<file path="src/logic/tls_defines.svh">
// Offsets, field positions and reset values of the link status block
`ifndef TLS_DEFINES_SVH
`define TLS_DEFINES_SVH

// ****************************************
// Register byte offsets
// ****************************************
`define TLS_OFF_STATUS 4'h0
`define TLS_OFF_CTRL 4'h4
`define TLS_OFF_IRQ_STAT 4'h8
`define TLS_OFF_IRQ_MASK 4'hC

// ****************************************
// Status register fields
// ****************************************
`define TLS_ST_LINK_STATUS_10M_BIT 2
`define TLS_ST_APS 3
`define TLS_ST_LINK_STATUS_10M_BIT_VALID 4
`define TLS_ST_ARA 8
`define TLS_ST_ANS_LO 12
`define TLS_ST_ANS_HI 14

// ****************************************
// Control register fields
// ****************************************
`define TLS_CT_PORT_SEL 0
`define TLS_CT_CLOSE_EN 1
`define TLS_CT_AN_EN 7
`define TLS_CT_SQUELCH_EN 8
`define TLS_CT_AUTOPOL_EN 13
`define TLS_CT_POL_PLUS 14
`define TLS_CTRL_RESET 32'h0000_2100

// ****************************************
// Event bits and descriptor flags
// ****************************************
`define TLS_EV_ARA 0
`define TLS_EV_FAIL 1
`define TLS_EV_PASS 2
`define TLS_EV_W 3
`define TLS_TD_LINK_FAIL 2
`define TLS_TD_NO_CARRIER 10
`define TLS_TD_LOSS_CARRIER 11
`define TLS_ANS_COMPLETE 3'h5
`define TLS_AXI_OKAY 2'h0
`define TLS_AXI_SLVERR 2'h2
`define TLS_ZERO32 32'h0000_0000

`endif

</file>
<file path="src/logic/tls_pkg.sv">
// Types shared by the link status block
package tls_pkg;

	// Link integrity state, Gray coded along fail -> one frame -> pass
	typedef enum logic [1:0] {
		TLS_LINK_FAIL = 2'h0,
		TLS_LINK_ONE_FRAME = 2'h1,
		TLS_LINK_PASS = 2'h3
	} tls_link_state_t;

	// Control settings as one carrier
	typedef struct packed {
		logic pol_plus;
		logic autopol_en;
		logic squelch_en;
		logic an_en;
		logic close_en;
		logic port_sel;
	} tls_ctrl_t;

	// Synchronised medium pins
	typedef struct packed {
		logic rx_data;
		logic pol_neg;
		logic link_lost;
		logic link_pulse_ok;
		logic aui_act;
	} tls_pins_t;

endpackage : tls_pkg

</file>
<file path="src/logic/tls_link_status.sv">
// 10 Mb/s link integrity, polarity and AUI activity status with AXI4-Lite registers
//
// Overview of operation
// AUI activity sets flag; write one clears
// Polarity bit: one positive, zero negative
// Invert received bits on negative polarity
// Link status bit: one fail, zero pass
// Status valid only twisted-pair with squelch enabled
// No transmit while twisted-pair link fails
// Close queued descriptors with three fault flags
// Pulses or two good frames restore pass
// No frame delivered while twisted-pair link fails
// With autonegotiation, valid only when complete
// Three-bit arbitration field, 101 means complete
// Reported link state never metastable
//
// Chosen here: the register addresses and the AXI4-Lite register port.
`timescale 1ns/1ps
`include "tls_defines.svh"

module tls_link_status
	import tls_pkg::*;
(
	// Clock and reset
	input wire logic aclk,
	input wire logic aresetn,
	// AXI4-Lite slave
	input wire logic [3:0] s_axi_awaddr,
	input wire logic s_axi_awvalid,
	output logic s_axi_awready,
	input wire logic [31:0] s_axi_wdata,
	input wire logic [3:0] s_axi_wstrb,
	input wire logic s_axi_wvalid,
	output logic s_axi_wready,
	output logic [1:0] s_axi_bresp,
	output logic s_axi_bvalid,
	input wire logic s_axi_bready,
	input wire logic [3:0] s_axi_araddr,
	input wire logic s_axi_arvalid,
	output logic s_axi_arready,
	output logic [31:0] s_axi_rdata,
	output logic [1:0] s_axi_rresp,
	output logic s_axi_rvalid,
	input wire logic s_axi_rready,
	// Medium pins, asynchronous
	input wire logic aui_rx_act_pin,
	input wire logic tp_link_pulse_ok_pin,
	input wire logic tp_link_lost_pin,
	input wire logic tp_pol_neg_pin,
	input wire logic tp_rx_data_pin,
	// Receive engine
	input wire logic rx_frame_end,
	input wire logic rx_frame_good,
	output logic rx_deliver,
	output logic rx_data,
	// Transmit engine
	input wire logic tx_req,
	output logic tx_start,
	output logic tx_close,
	output logic [31:0] tx_descriptor_status_word,
	// Autonegotiation arbiter
	input wire logic [2:0] an_arb_state,
	// Interrupt
	output logic irq
);

	// ****************************************
	// Pin synchronisers
	// ****************************************
	localparam int NPINS = 5;
	logic [NPINS-1:0] pin_raw;
	logic [NPINS-1:0] pin_meta;
	logic [NPINS-1:0] pin_sync;
	tls_pins_t pins;

	assign pin_raw = {tp_rx_data_pin, tp_pol_neg_pin, tp_link_lost_pin,
		tp_link_pulse_ok_pin, aui_rx_act_pin};

	genvar gi;
	generate
		for (gi = 0; gi < NPINS; gi++) begin : g_sync
			always_ff @(posedge aclk) begin
				if (!aresetn) begin
					pin_meta[gi] <= 1'b0;
					pin_sync[gi] <= 1'b0;
				end else begin
					pin_meta[gi] <= pin_raw[gi];
					pin_sync[gi] <= pin_meta[gi];
				end
			end
		end
	endgenerate

	assign pins = tls_pins_t'(pin_sync);

	// ****************************************
	// Register state
	// ****************************************
	localparam logic [31:0] CTRL_RESET = `TLS_CTRL_RESET;
	tls_ctrl_t ctrl;
	tls_link_state_t link_state;
	tls_link_state_t next_link_state;
	logic ara_flag;
	logic [`TLS_EV_W-1:0] irq_stat;
	logic [`TLS_EV_W-1:0] irq_mask;
	logic [`TLS_EV_W-1:0] events;
	logic link_fail;
	logic tp_mode;
	logic tp_blocked;
	logic invert;
	logic link_status_10m_bit_valid;
	logic [31:0] status_word;

	// ****************************************
	// AXI4-Lite write channel
	// ****************************************
	logic aw_held;
	logic w_held;
	logic [3:0] aw_addr;
	logic [31:0] w_data;
	logic [3:0] w_strb;
	logic wr_fire;
	logic [31:0] wr_mask;

	assign s_axi_awready = !aw_held && !s_axi_bvalid;
	assign s_axi_wready = !w_held && !s_axi_bvalid;
	assign wr_fire = aw_held && w_held && !s_axi_bvalid;
	assign wr_mask = {{8{w_strb[3]}}, {8{w_strb[2]}}, {8{w_strb[1]}}, {8{w_strb[0]}}};

	always_ff @(posedge aclk) begin
		if (!aresetn) begin
			aw_held <= 1'b0;
			w_held <= 1'b0;
			aw_addr <= 4'h0;
			w_data <= `TLS_ZERO32;
			w_strb <= 4'h0;
			s_axi_bvalid <= 1'b0;
			s_axi_bresp <= `TLS_AXI_OKAY;
		end else begin
			if (s_axi_awvalid && s_axi_awready) begin
				aw_held <= 1'b1;
				aw_addr <= s_axi_awaddr;
			end
			if (s_axi_wvalid && s_axi_wready) begin
				w_held <= 1'b1;
				w_data <= s_axi_wdata;
				w_strb <= s_axi_wstrb;
			end
			if (wr_fire) begin
				aw_held <= 1'b0;
				w_held <= 1'b0;
				s_axi_bvalid <= 1'b1;
				s_axi_bresp <= (aw_addr[1:0] == 2'h0) ? `TLS_AXI_OKAY : `TLS_AXI_SLVERR;
			end else if (s_axi_bvalid && s_axi_bready) begin
				s_axi_bvalid <= 1'b0;
			end
		end
	end

	logic wr_ctrl;
	logic wr_status;
	logic wr_istat;
	logic wr_imask;
	assign wr_ctrl = wr_fire && aw_addr == `TLS_OFF_CTRL;
	assign wr_status = wr_fire && aw_addr == `TLS_OFF_STATUS;
	assign wr_istat = wr_fire && aw_addr == `TLS_OFF_IRQ_STAT;
	assign wr_imask = wr_fire && aw_addr == `TLS_OFF_IRQ_MASK;

	// ****************************************
	// Control and interrupt registers
	// ****************************************
	always_ff @(posedge aclk) begin
		if (!aresetn) begin
			ctrl <= '{pol_plus: CTRL_RESET[`TLS_CT_POL_PLUS],
				autopol_en: CTRL_RESET[`TLS_CT_AUTOPOL_EN],
				squelch_en: CTRL_RESET[`TLS_CT_SQUELCH_EN],
				an_en: CTRL_RESET[`TLS_CT_AN_EN],
				close_en: CTRL_RESET[`TLS_CT_CLOSE_EN],
				port_sel: CTRL_RESET[`TLS_CT_PORT_SEL]};
		end else if (wr_ctrl) begin
			ctrl <= '{pol_plus: w_data[`TLS_CT_POL_PLUS],
				autopol_en: w_data[`TLS_CT_AUTOPOL_EN],
				squelch_en: w_data[`TLS_CT_SQUELCH_EN],
				an_en: w_data[`TLS_CT_AN_EN],
				close_en: w_data[`TLS_CT_CLOSE_EN],
				port_sel: w_data[`TLS_CT_PORT_SEL]};
		end
	end

	always_ff @(posedge aclk) begin
		if (!aresetn) begin
			irq_mask <= '0;
		end else if (wr_imask && w_strb[0]) begin
			irq_mask <= w_data[`TLS_EV_W-1:0];
		end
	end

	// Set wins over write-one-to-clear
	always_ff @(posedge aclk) begin
		if (!aresetn) begin
			irq_stat <= '0;
		end else begin
			irq_stat <= (irq_stat & ~((wr_istat && w_strb[0]) ?
				w_data[`TLS_EV_W-1:0] : '0)) | events;
		end
	end

	assign irq = |(irq_stat & irq_mask);

	// ****************************************
	// AUI activity flag
	// ****************************************
	always_ff @(posedge aclk) begin
		if (!aresetn) begin
			ara_flag <= 1'b0;
		end else if (pins.aui_act) begin
			ara_flag <= 1'b1;
		end else if (wr_status && wr_mask[`TLS_ST_ARA] && w_data[`TLS_ST_ARA]) begin
			ara_flag <= 1'b0;
		end
	end

	// ****************************************
	// Link integrity test
	// ****************************************
	// Port select clear means twisted pair
	assign tp_mode = !ctrl.port_sel;
	assign link_fail = (link_state != TLS_LINK_PASS);
	assign tp_blocked = tp_mode && link_fail;

	always_comb begin
		next_link_state = link_state;
		case (link_state)
			TLS_LINK_PASS: begin
				if (pins.link_lost) begin
					next_link_state = TLS_LINK_FAIL;
				end
			end
			TLS_LINK_FAIL: begin
				if (pins.link_pulse_ok) begin
					next_link_state = TLS_LINK_PASS;
				end else if (rx_frame_end && rx_frame_good) begin
					next_link_state = TLS_LINK_ONE_FRAME;
				end
			end
			TLS_LINK_ONE_FRAME: begin
				// A bad frame breaks the consecutive pair
				if (pins.link_pulse_ok || (rx_frame_end && rx_frame_good)) begin
					next_link_state = TLS_LINK_PASS;
				end else if (pins.link_lost || rx_frame_end) begin
					next_link_state = TLS_LINK_FAIL;
				end
			end
			default: begin
				next_link_state = TLS_LINK_FAIL;
			end
		endcase
	end

	always_ff @(posedge aclk) begin
		if (!aresetn) begin
			link_state <= TLS_LINK_FAIL;
		end else begin
			link_state <= next_link_state;
		end
	end

	assign events[`TLS_EV_ARA] = pins.aui_act && !ara_flag;
	assign events[`TLS_EV_FAIL] = link_state == TLS_LINK_PASS && next_link_state != TLS_LINK_PASS;
	assign events[`TLS_EV_PASS] = link_state != TLS_LINK_PASS && next_link_state == TLS_LINK_PASS;

	// ****************************************
	// Transmit gating and descriptor close
	// ****************************************
	assign tx_start = tx_req && !tp_blocked;

	always_ff @(posedge aclk) begin
		if (!aresetn) begin
			tx_close <= 1'b0;
			tx_descriptor_status_word <= `TLS_ZERO32;
		end else begin
			// One close per request pulse; the engine drops tx_req on tx_close
			tx_close <= tx_req && tp_blocked && ctrl.close_en && !tx_close;
			if (tx_req && tp_blocked && ctrl.close_en && !tx_close) begin
				tx_descriptor_status_word <= `TLS_ZERO32;
				tx_descriptor_status_word[`TLS_TD_LINK_FAIL] <= 1'b1;
				tx_descriptor_status_word[`TLS_TD_NO_CARRIER] <= 1'b1;
				tx_descriptor_status_word[`TLS_TD_LOSS_CARRIER] <= 1'b1;
			end
		end
	end

	// ****************************************
	// Receive gating and polarity
	// ****************************************
	// Autopolarity off: polarity plus forces the sense
	assign invert = ctrl.autopol_en ? pins.pol_neg : !ctrl.pol_plus;

	always_ff @(posedge aclk) begin
		if (!aresetn) begin
			rx_deliver <= 1'b0;
			rx_data <= 1'b0;
		end else begin
			// Frames that restore the link are swallowed too
			rx_deliver <= rx_frame_end && rx_frame_good && !tp_blocked;
			rx_data <= pins.rx_data ^ invert;
		end
	end

	// ****************************************
	// Status word and read channel
	// ****************************************
	assign link_status_10m_bit_valid = tp_mode && ctrl.squelch_en &&
		(!ctrl.an_en || an_arb_state == `TLS_ANS_COMPLETE);

	always_comb begin
		status_word = `TLS_ZERO32;
		status_word[`TLS_ST_LINK_STATUS_10M_BIT] = link_fail;
		status_word[`TLS_ST_APS] = !pins.pol_neg;
		status_word[`TLS_ST_LINK_STATUS_10M_BIT_VALID] = link_status_10m_bit_valid;
		status_word[`TLS_ST_ARA] = ara_flag;
		status_word[`TLS_ST_ANS_HI:`TLS_ST_ANS_LO] = an_arb_state;
	end

	assign s_axi_arready = !s_axi_rvalid;

	always_ff @(posedge aclk) begin
		if (!aresetn) begin
			s_axi_rvalid <= 1'b0;
			s_axi_rdata <= `TLS_ZERO32;
			s_axi_rresp <= `TLS_AXI_OKAY;
		end else if (s_axi_arvalid && s_axi_arready) begin
			s_axi_rvalid <= 1'b1;
			s_axi_rresp <= `TLS_AXI_OKAY;
			case (s_axi_araddr)
				`TLS_OFF_STATUS: s_axi_rdata <= status_word;
				`TLS_OFF_CTRL: begin
					s_axi_rdata <= `TLS_ZERO32;
					s_axi_rdata[`TLS_CT_PORT_SEL] <= ctrl.port_sel;
					s_axi_rdata[`TLS_CT_CLOSE_EN] <= ctrl.close_en;
					s_axi_rdata[`TLS_CT_AN_EN] <= ctrl.an_en;
					s_axi_rdata[`TLS_CT_SQUELCH_EN] <= ctrl.squelch_en;
					s_axi_rdata[`TLS_CT_AUTOPOL_EN] <= ctrl.autopol_en;
					s_axi_rdata[`TLS_CT_POL_PLUS] <= ctrl.pol_plus;
				end
				`TLS_OFF_IRQ_STAT: s_axi_rdata <= {{(32-`TLS_EV_W){1'b0}}, irq_stat};
				`TLS_OFF_IRQ_MASK: s_axi_rdata <= {{(32-`TLS_EV_W){1'b0}}, irq_mask};
				default: begin
					s_axi_rdata <= `TLS_ZERO32;
					s_axi_rresp <= `TLS_AXI_SLVERR;
				end
			endcase
		end else if (s_axi_rvalid && s_axi_rready) begin
			s_axi_rvalid <= 1'b0;
		end
	end
endmodule : tls_link_status

</file>
<file path="config.mk">
export PLATFORM = sky130hd
export DESIGN_NAME = tls_link_status
export DESIGN_NICKNAME = d
export VERILOG_FILES = /design/src/logic/tls_pkg.sv /design/src/logic/tls_link_status.sv
export VERILOG_INCLUDE_DIRS = /design/src /design/src/logic
export SDC_FILE = /design/constraint.sdc
export NUM_CORES = 1
export LEC_CHECK = 0
export BUFFER_PORTS_ARGS = -buffer_cell sky130_fd_sc_hd__buf_2
export CAP_MARGIN = 20
export CORE_UTILIZATION = 29
export DETAILED_ROUTE_END_ITERATION = 8
export PLACE_DENSITY_LB_ADDON = 0.15
export SYNTH_ARGS = -nofsm -noshare
export SYNTH_HDL_FRONTEND = slang
export SYNTH_SLANG_ARGS = --single-unit
</file>
<file path="constraint.sdc">
create_clock -name aclk -period 1.8 [get_ports aclk]
set_clock_uncertainty 0.1 [all_clocks]
set_input_delay 0.27 -clock aclk [delete_from_list [all_inputs] [get_ports aclk]]
set_output_delay 0.27 -clock aclk [all_outputs]
set_load 0.05 [all_outputs]
</file>
# == Word level (Yosys, flattened, before mapping) ==
# Index checks and enable logic that the tools add are counted.
# classes
eq_ne,12
muxes,17
bitwise,6
n_reduce_logical,53
# op_table
op,n
one-hot mux 15 bit (4 select lines),1
logical AND 1 bit,29
"== test 4 bit, second input constant",4
2-to-1 mux 2 bit,7
zero test 1 bit,11
"== test 4 x 3 -> 1 bit, second input constant",2
zero test 4 bit,2
2-to-1 mux 1 bit,7
AND 3 bit,2
one-hot mux 2 bit (3 select lines),1
nonzero test 2 bit,3
"== test 2 bit, second input constant",2
zero test 2 bit,2
"!= test 2 bit, second input constant",2
OR reduction 4 bit,1
"== test 3 bit, second input constant",1
logical OR 1 bit,3
2-to-1 mux 3 bit,1
inverter 3 bit,1
OR 3 bit,1
OR reduction 3 bit,1
"== test 2 x 1 -> 1 bit, second input constant",1
OR reduction 2 bit,1
inverter 1 bit,1
bitwise XOR 1 bit,1
# totals
register_bits,90
inputBits,62
wordCells,122

# == Depth between registers and ports, before layout ==
# depth
depth_word,8
depth_mapped,6

# == Least setup slack after synthesis ==
# OpenSTA, ideal clock, no wires.
# synth_timing
path_kind,flip-flop to flip-flop
from,register s_axi_bvalid
to,register irq_mask[0]
setup_time_ns,0.119
arrival_time_ns,1.611
slack_ns,-0.030
path_stages_with_launch,7
period_less_slack_ns,1.830
path_cell_list,dfxtp_1 -> buf_2 -> and3b_1 -> buf_2 -> and4_1 -> buf_2 -> mux2i_1
# synth_via
elab_chain_cells,4
# synth_lines
item,line_no,source
"start, declared",tls_link_status.sv:36,"output logic s_axi_bvalid,"
"start signal, assigned",tls_link_status.sv:137,s_axi_bvalid <= 1'b0;
"start signal, assigned",tls_link_status.sv:152,s_axi_bvalid <= 1'b1;
"start signal, assigned",tls_link_status.sv:155,s_axi_bvalid <= 1'b0;
zero test 1 bit,tls_link_status.sv:127,assign wr_fire = aw_held && w_held && !s_axi_bvalid;
logical AND 1 bit,tls_link_status.sv:127,
logical AND 1 bit (no source line),-,
logical AND 1 bit,tls_link_status.sv:193,end else if (wr_imask && w_strb[0]) begin
"end signal, assigned",tls_link_status.sv:194,irq_mask <= w_data[`TLS_EV_W-1:0];
"end, declared",tls_link_status.sv:105,logic [`TLS_EV_W-1:0] irq_mask;
# Every way passes these cells.
# A chain may end at the register's enable or synchronous reset.

# == Final worst setup path ==
# layout_timing
from,register irq_stat[0]
to,output irq
# layout_via
elab_chain_cells,2
# layout_lines
item,line_no,source
"start, declared",tls_link_status.sv:104,logic [`TLS_EV_W-1:0] irq_stat;
"start signal, assigned",tls_link_status.sv:203,irq_stat <= (irq_stat & ~((wr_istat && w_strb[0]) ?
AND 3 bit,tls_link_status.sv:208,assign irq = |(irq_stat & irq_mask);
OR reduction 3 bit,tls_link_status.sv:208,
"end, declared",tls_link_status.sv:64,output logic irq
# Every way passes these cells.

==> impl_metrics.xml <==
<?xml version="1.0" encoding="UTF-8"?>
<metrics>
  <group name="worst_setup_path">
    <metric name="critical_path_peak_fanout" unit="">3</metric>
    <metric name="startpoint_type" unit="">register</metric>
    <metric name="worst_ep_required" unit="ns">1.43</metric>
    <metric name="critical_path_arrival" unit="ns">1.33</metric>
    <metric name="critPathKind" unit="">reg -&gt; out</metric>
    <metric name="end_kind" unit="">primary output</metric>
  </group>
  <group name="detailed_routing">
    <metric name="post_drt_wl_per_cell" unit="um">11.43</metric>
    <metric name="met2_length" unit="mm">2.511</metric>
    <metric name="vias" unit="">2122</metric>
    <metric name="post_route_drc_violation_count" unit="">0</metric>
    <metric name="route.layer.met1.wl" unit="mm">2.773</metric>
    <metric name="met3_routed_wl" unit="um">387</metric>
    <metric name="routed_wirelength" unit="mm">5.725</metric>
    <metric name="routed_via_density" unit="">4.236</metric>
    <metric name="final_ant_viol_nets" unit="">0</metric>
    <metric name="highest_layer" unit="">met4</metric>
    <metric name="drt_first_pass_iters" unit="">4</metric>
    <metric name="drt_iter0_markers" unit="">81</metric>
  </group>
  <group name="floorplan">
    <metric name="io-pin-count" unit="">140</metric>
    <metric name="die_width" unit="um">99.49</metric>
    <metric name="die_area" unit="sq mm">0.009898</metric>
    <metric name="placement_row_count" unit="">35</metric>
    <metric name="start_util" unit="">0.2983</metric>
    <metric name="core-area" unit="sq mm">0.009240</metric>
    <metric name="chipHeight" unit="um">99.49</metric>
  </group>
  <group name="synthesis">
    <metric name="synth_warnings" unit="">0</metric>
    <metric name="synth.cell_area" unit="sq mm">0.002756</metric>
    <metric name="syn_avg_cell_area" unit="sq um">9.008</metric>
    <metric name="edff_count_synth" unit="">0</metric>
    <metric name="synth-xor-area-share" unit="">0</metric>
    <metric name="yosys-mux-area-fraction" unit="">0.08625</metric>
    <metric name="synth_compound_area_frac" unit="">0.1030</metric>
    <metric name="proportion_of_synthesized_chip_area_in_sequential_cells" unit="">0.4212</metric>
    <metric name="synth_async_sr_flop_share" unit="">0</metric>
    <metric name="syn_inst" unit="">306</metric>
    <metric name="synth-seq-cells" unit="">58</metric>
    <metric name="synthDistinctLibCells" unit="">44</metric>
    <metric name="synth_top_family_by_area" unit="">simple AND/OR/NAND/NOR gates</metric>
    <metric name="synth-main-ff-cell" unit="">sky130_fd_sc_hd__dfxtp_1</metric>
    <metric name="simple_logic_cell_fraction_of_the_synthesized_area" unit="">0.2088</metric>
    <metric name="synth-adder-area-share" unit="">0</metric>
  </group>
  <group name="placement">
    <metric name="place_worst_setup_slack" unit="ns">0.1725</metric>
    <metric name="dp.cells" unit="">485</metric>
    <metric name="io_buffers" unit="">59</metric>
    <metric name="detailed_place_hpwl" unit="mm">4.235</metric>
    <metric name="rd_place_congestion" unit="">0.7235</metric>
  </group>
  <group name="timing">
    <metric name="timing.final.hold_violations" unit="">0</metric>
    <metric name="max_freq" unit="MHz">589.1</metric>
    <metric name="timing_max_transition_violations_final" unit="">0</metric>
    <metric name="grt_setup_unrepaired" unit="">false</metric>
    <metric name="postLayoutSetupSlackWorst" unit="ns">0.1026</metric>
    <metric name="timing.final.crit_share" unit="">0.9430</metric>
    <metric name="finalWorstPathRequiredPeriod" unit="ns">1.697</metric>
    <metric name="final-setup-viol-count" unit="">0</metric>
    <metric name="fin_tns_setup" unit="ns">0</metric>
    <metric name="worst_slew_pin_slew" unit="ns">0.4906</metric>
    <metric name="slew_headroom" unit="">0.6699</metric>
  </group>
  <group name="layout">
    <metric name="fin_nets" unit="">429</metric>
    <metric name="antenna-diode-count" unit="">0</metric>
    <metric name="area_delta_synth_final" unit="%">14.71</metric>
    <metric name="fillCellCount" unit="">971</metric>
    <metric name="final_layout_size_suffix_gt1_frac" unit="">0.2419</metric>
    <metric name="instances_no_fill" unit="">501</metric>
  </group>
  <group name="pwr">
    <metric name="worst_ir_drop_on_vdd" unit="V">0.0003505</metric>
    <metric name="cellPowerDensity" unit="mW/mm^2">930.1</metric>
    <metric name="leakage" unit="nW">1.396</metric>
  </group>
  <group name="clocking">
    <metric name="num_cts_buffers" unit="">9</metric>
    <metric name="clock_insertion_delay_worst_skew" unit="ns">0.33</metric>
    <metric name="clk_path_buf_depth" unit="">2</metric>
    <metric name="ctsHtreeMaxLevel" unit="">3</metric>
    <metric name="cts_num_sinks" unit="">58</metric>
    <metric name="cts_tree" unit="">built</metric>
    <metric name="ctsRootBufferMaster" unit="">sky130_fd_sc_hd__clkbuf_8</metric>
    <metric name="post-cts-setup-buffer-count" unit="">0</metric>
    <metric name="clkSlewWorstSetupHoldPaths" unit="ns">0.06</metric>
    <metric name="hold_buffers" unit="">0</metric>
  </group>
  <group name="run_status">
    <metric name="status" unit="">finished, final reports clean</metric>
  </group>
  <group name="global_routing">
    <metric name="via_count_of_the_first_global_routing_pass" unit="">1893</metric>
    <metric name="grt_antenna_before_repair" unit="">0</metric>
    <metric name="grt_first_pass_wirelength" unit="mm">9.301</metric>
    <metric name="global_router_s_overall_resource_usage" unit="">0.1244</metric>
    <metric name="globalRoute.totalOverflow" unit="">0</metric>
    <metric name="pin_count_of_the_biggest_net_entering_global_routing" unit="">34</metric>
  </group>
  <group name="hold_path">
    <metric name="hp-class" unit="">in -&gt; reg</metric>
  </group>
  <group name="run">
    <metric name="cap_violations" unit="">0</metric>
  </group>
</metrics>
-- cell usage in the layout, fill, tap and decap left out, types with 9 or more instances in the layout --
cell type,n
sky130_fd_sc_hd__buf_2,59
sky130_fd_sc_hd__o21ai_1,9
sky130_fd_sc_hd__a21oi_1,21
sky130_fd_sc_hd__and2_1,13
sky130_fd_sc_hd__mux2i_1,17
sky130_fd_sc_hd__clkbuf_8,10
sky130_fd_sc_hd__nand3_1,18
sky130_fd_sc_hd__conb_1,53
sky130_fd_sc_hd__nand2_1,15
sky130_fd_sc_hd__nor2_1,21
sky130_fd_sc_hd__dfxtp_1,55
-- worst max-delay path: stages, from the launching register on --
cell,delay [ns]
sky130_fd_sc_hd__dfxtp_1,0.32
sky130_fd_sc_hd__a222oi_1,0.39
sky130_fd_sc_hd__inv_1,0.07
sky130_fd_sc_hd__buf_2,0.21
-- through the flow --
stage               hold slack [ns]  utilization  cell area [sq um]  total power [mW]
floorplan                    0.2959            -               2953             1.939
finish                      0.04615       0.3422               3162             2.941
global route                0.03913       0.3422               3162             3.108
CTS                         0.02293       0.3419               3159             2.998
global placement             0.3192       0.3242               2995             1.958
detailed placement           0.3199       0.3242               2995             1.962
-- per-layer routing --
| layer | GRT usage | vias to the layer above |
|---|---|---|
| met4 | 0.05090 | 0 |
| li1 | - | 1067 |
| met5 | 0 | - |
| met2 | 0.1875 | 91 |
| met3 | 0.04357 | 4 |
| met1 | 0.1619 | 960 |
-- sequential cells by signal, summed over array words and instances (netlist names) --
register and count:
s_axi_rdata 10, w_data 7, ctrl 6, pin_meta 5, pin_sync 5, aw_addr 4
irq_mask 3, irq_stat 3, link_state 2, w_strb 2, ara_flag 1, aw_held 1
rx_data 1, rx_deliver 1, s_axi_bresp 1, s_axi_bvalid 1, s_axi_rresp 1, s_axi_rvalid 1
tx_close 1, tx_descriptor_status_word 1, w_held 1
-- cell usage after synthesis (5+ instances only) --
cell type / number / area, sq um
sky130_fd_sc_hd__a21oi_1: 21 / 105.1
sky130_fd_sc_hd__and2_1: 13 / 81.33
sky130_fd_sc_hd__buf_2: 5 / 25.02
sky130_fd_sc_hd__buf_4: 57 / 427.9
sky130_fd_sc_hd__clkbuf_1: 5 / 18.77
sky130_fd_sc_hd__dfxtp_1: 58 / 1161
sky130_fd_sc_hd__mux2i_1: 17 / 170.2
sky130_fd_sc_hd__nand2_1: 15 / 56.30
sky130_fd_sc_hd__nand2b_1: 6 / 37.54
sky130_fd_sc_hd__nand3_1: 18 / 90.09
sky130_fd_sc_hd__nor2_1: 21 / 78.83
sky130_fd_sc_hd__nor2b_1: 5 / 31.28
sky130_fd_sc_hd__o21ai_0: 5 / 25.02
sky130_fd_sc_hd__o21ai_1: 9 / 45.04
-- logic make-up after synthesis --
logic type,count (synthesis)
AOI/OAI and AO/OA,48
DFF,58
buffers and inverters,73
and+or+nand+nor,103
muxes,23
other,1
-- final timing paths --
path                  start          end  slack, ns  cells past startpoint
min reg2reg     pin_meta[0]  pin_sync[0]       0.33                      1
max reg2reg      aw_addr[1]      ctrl[4]       0.30                      3
max             irq_stat[0]          irq       0.10                      3
min          tp_rx_data_pin  pin_meta[4]       0.05                      2
-- cell type report --
| class | count | area, sq um | area share |
|---|---|---|---|
| clock buffer | 13 | 148.9 | 0.04709 |
| tap | 129 | 161.4 | 0.05105 |
| multi-input combinational | 227 | 1301 | 0.4116 |
| sequential | 58 | 1165 | 0.3684 |
| clock inverter | 3 | 15.01 | 0.004749 |
| timing repair buffer | 67 | 355.3 | 0.1124 |
| inverter | 4 | 15.01 | 0.004749 |
-- report_power, final --
group | total, mW | switching, mW | internal, mW
sequential | 1.39 | 0.0477 | 1.34
combinational | 0.548 | 0.423 | 0.125
clock | 1.01 | 0.477 | 0.531
total | 2.94 | 0.948 | 1.99
-- what timing repair did --
| action | in CTS | in global routing |
|---|---|---|
| setup endpoints to repair | 0 | 1 |
| endpoints found under the hold margin | 0 | 0 |
| gates resized for setup | 0 | 2 |
(Power assumes the default switching activity.)
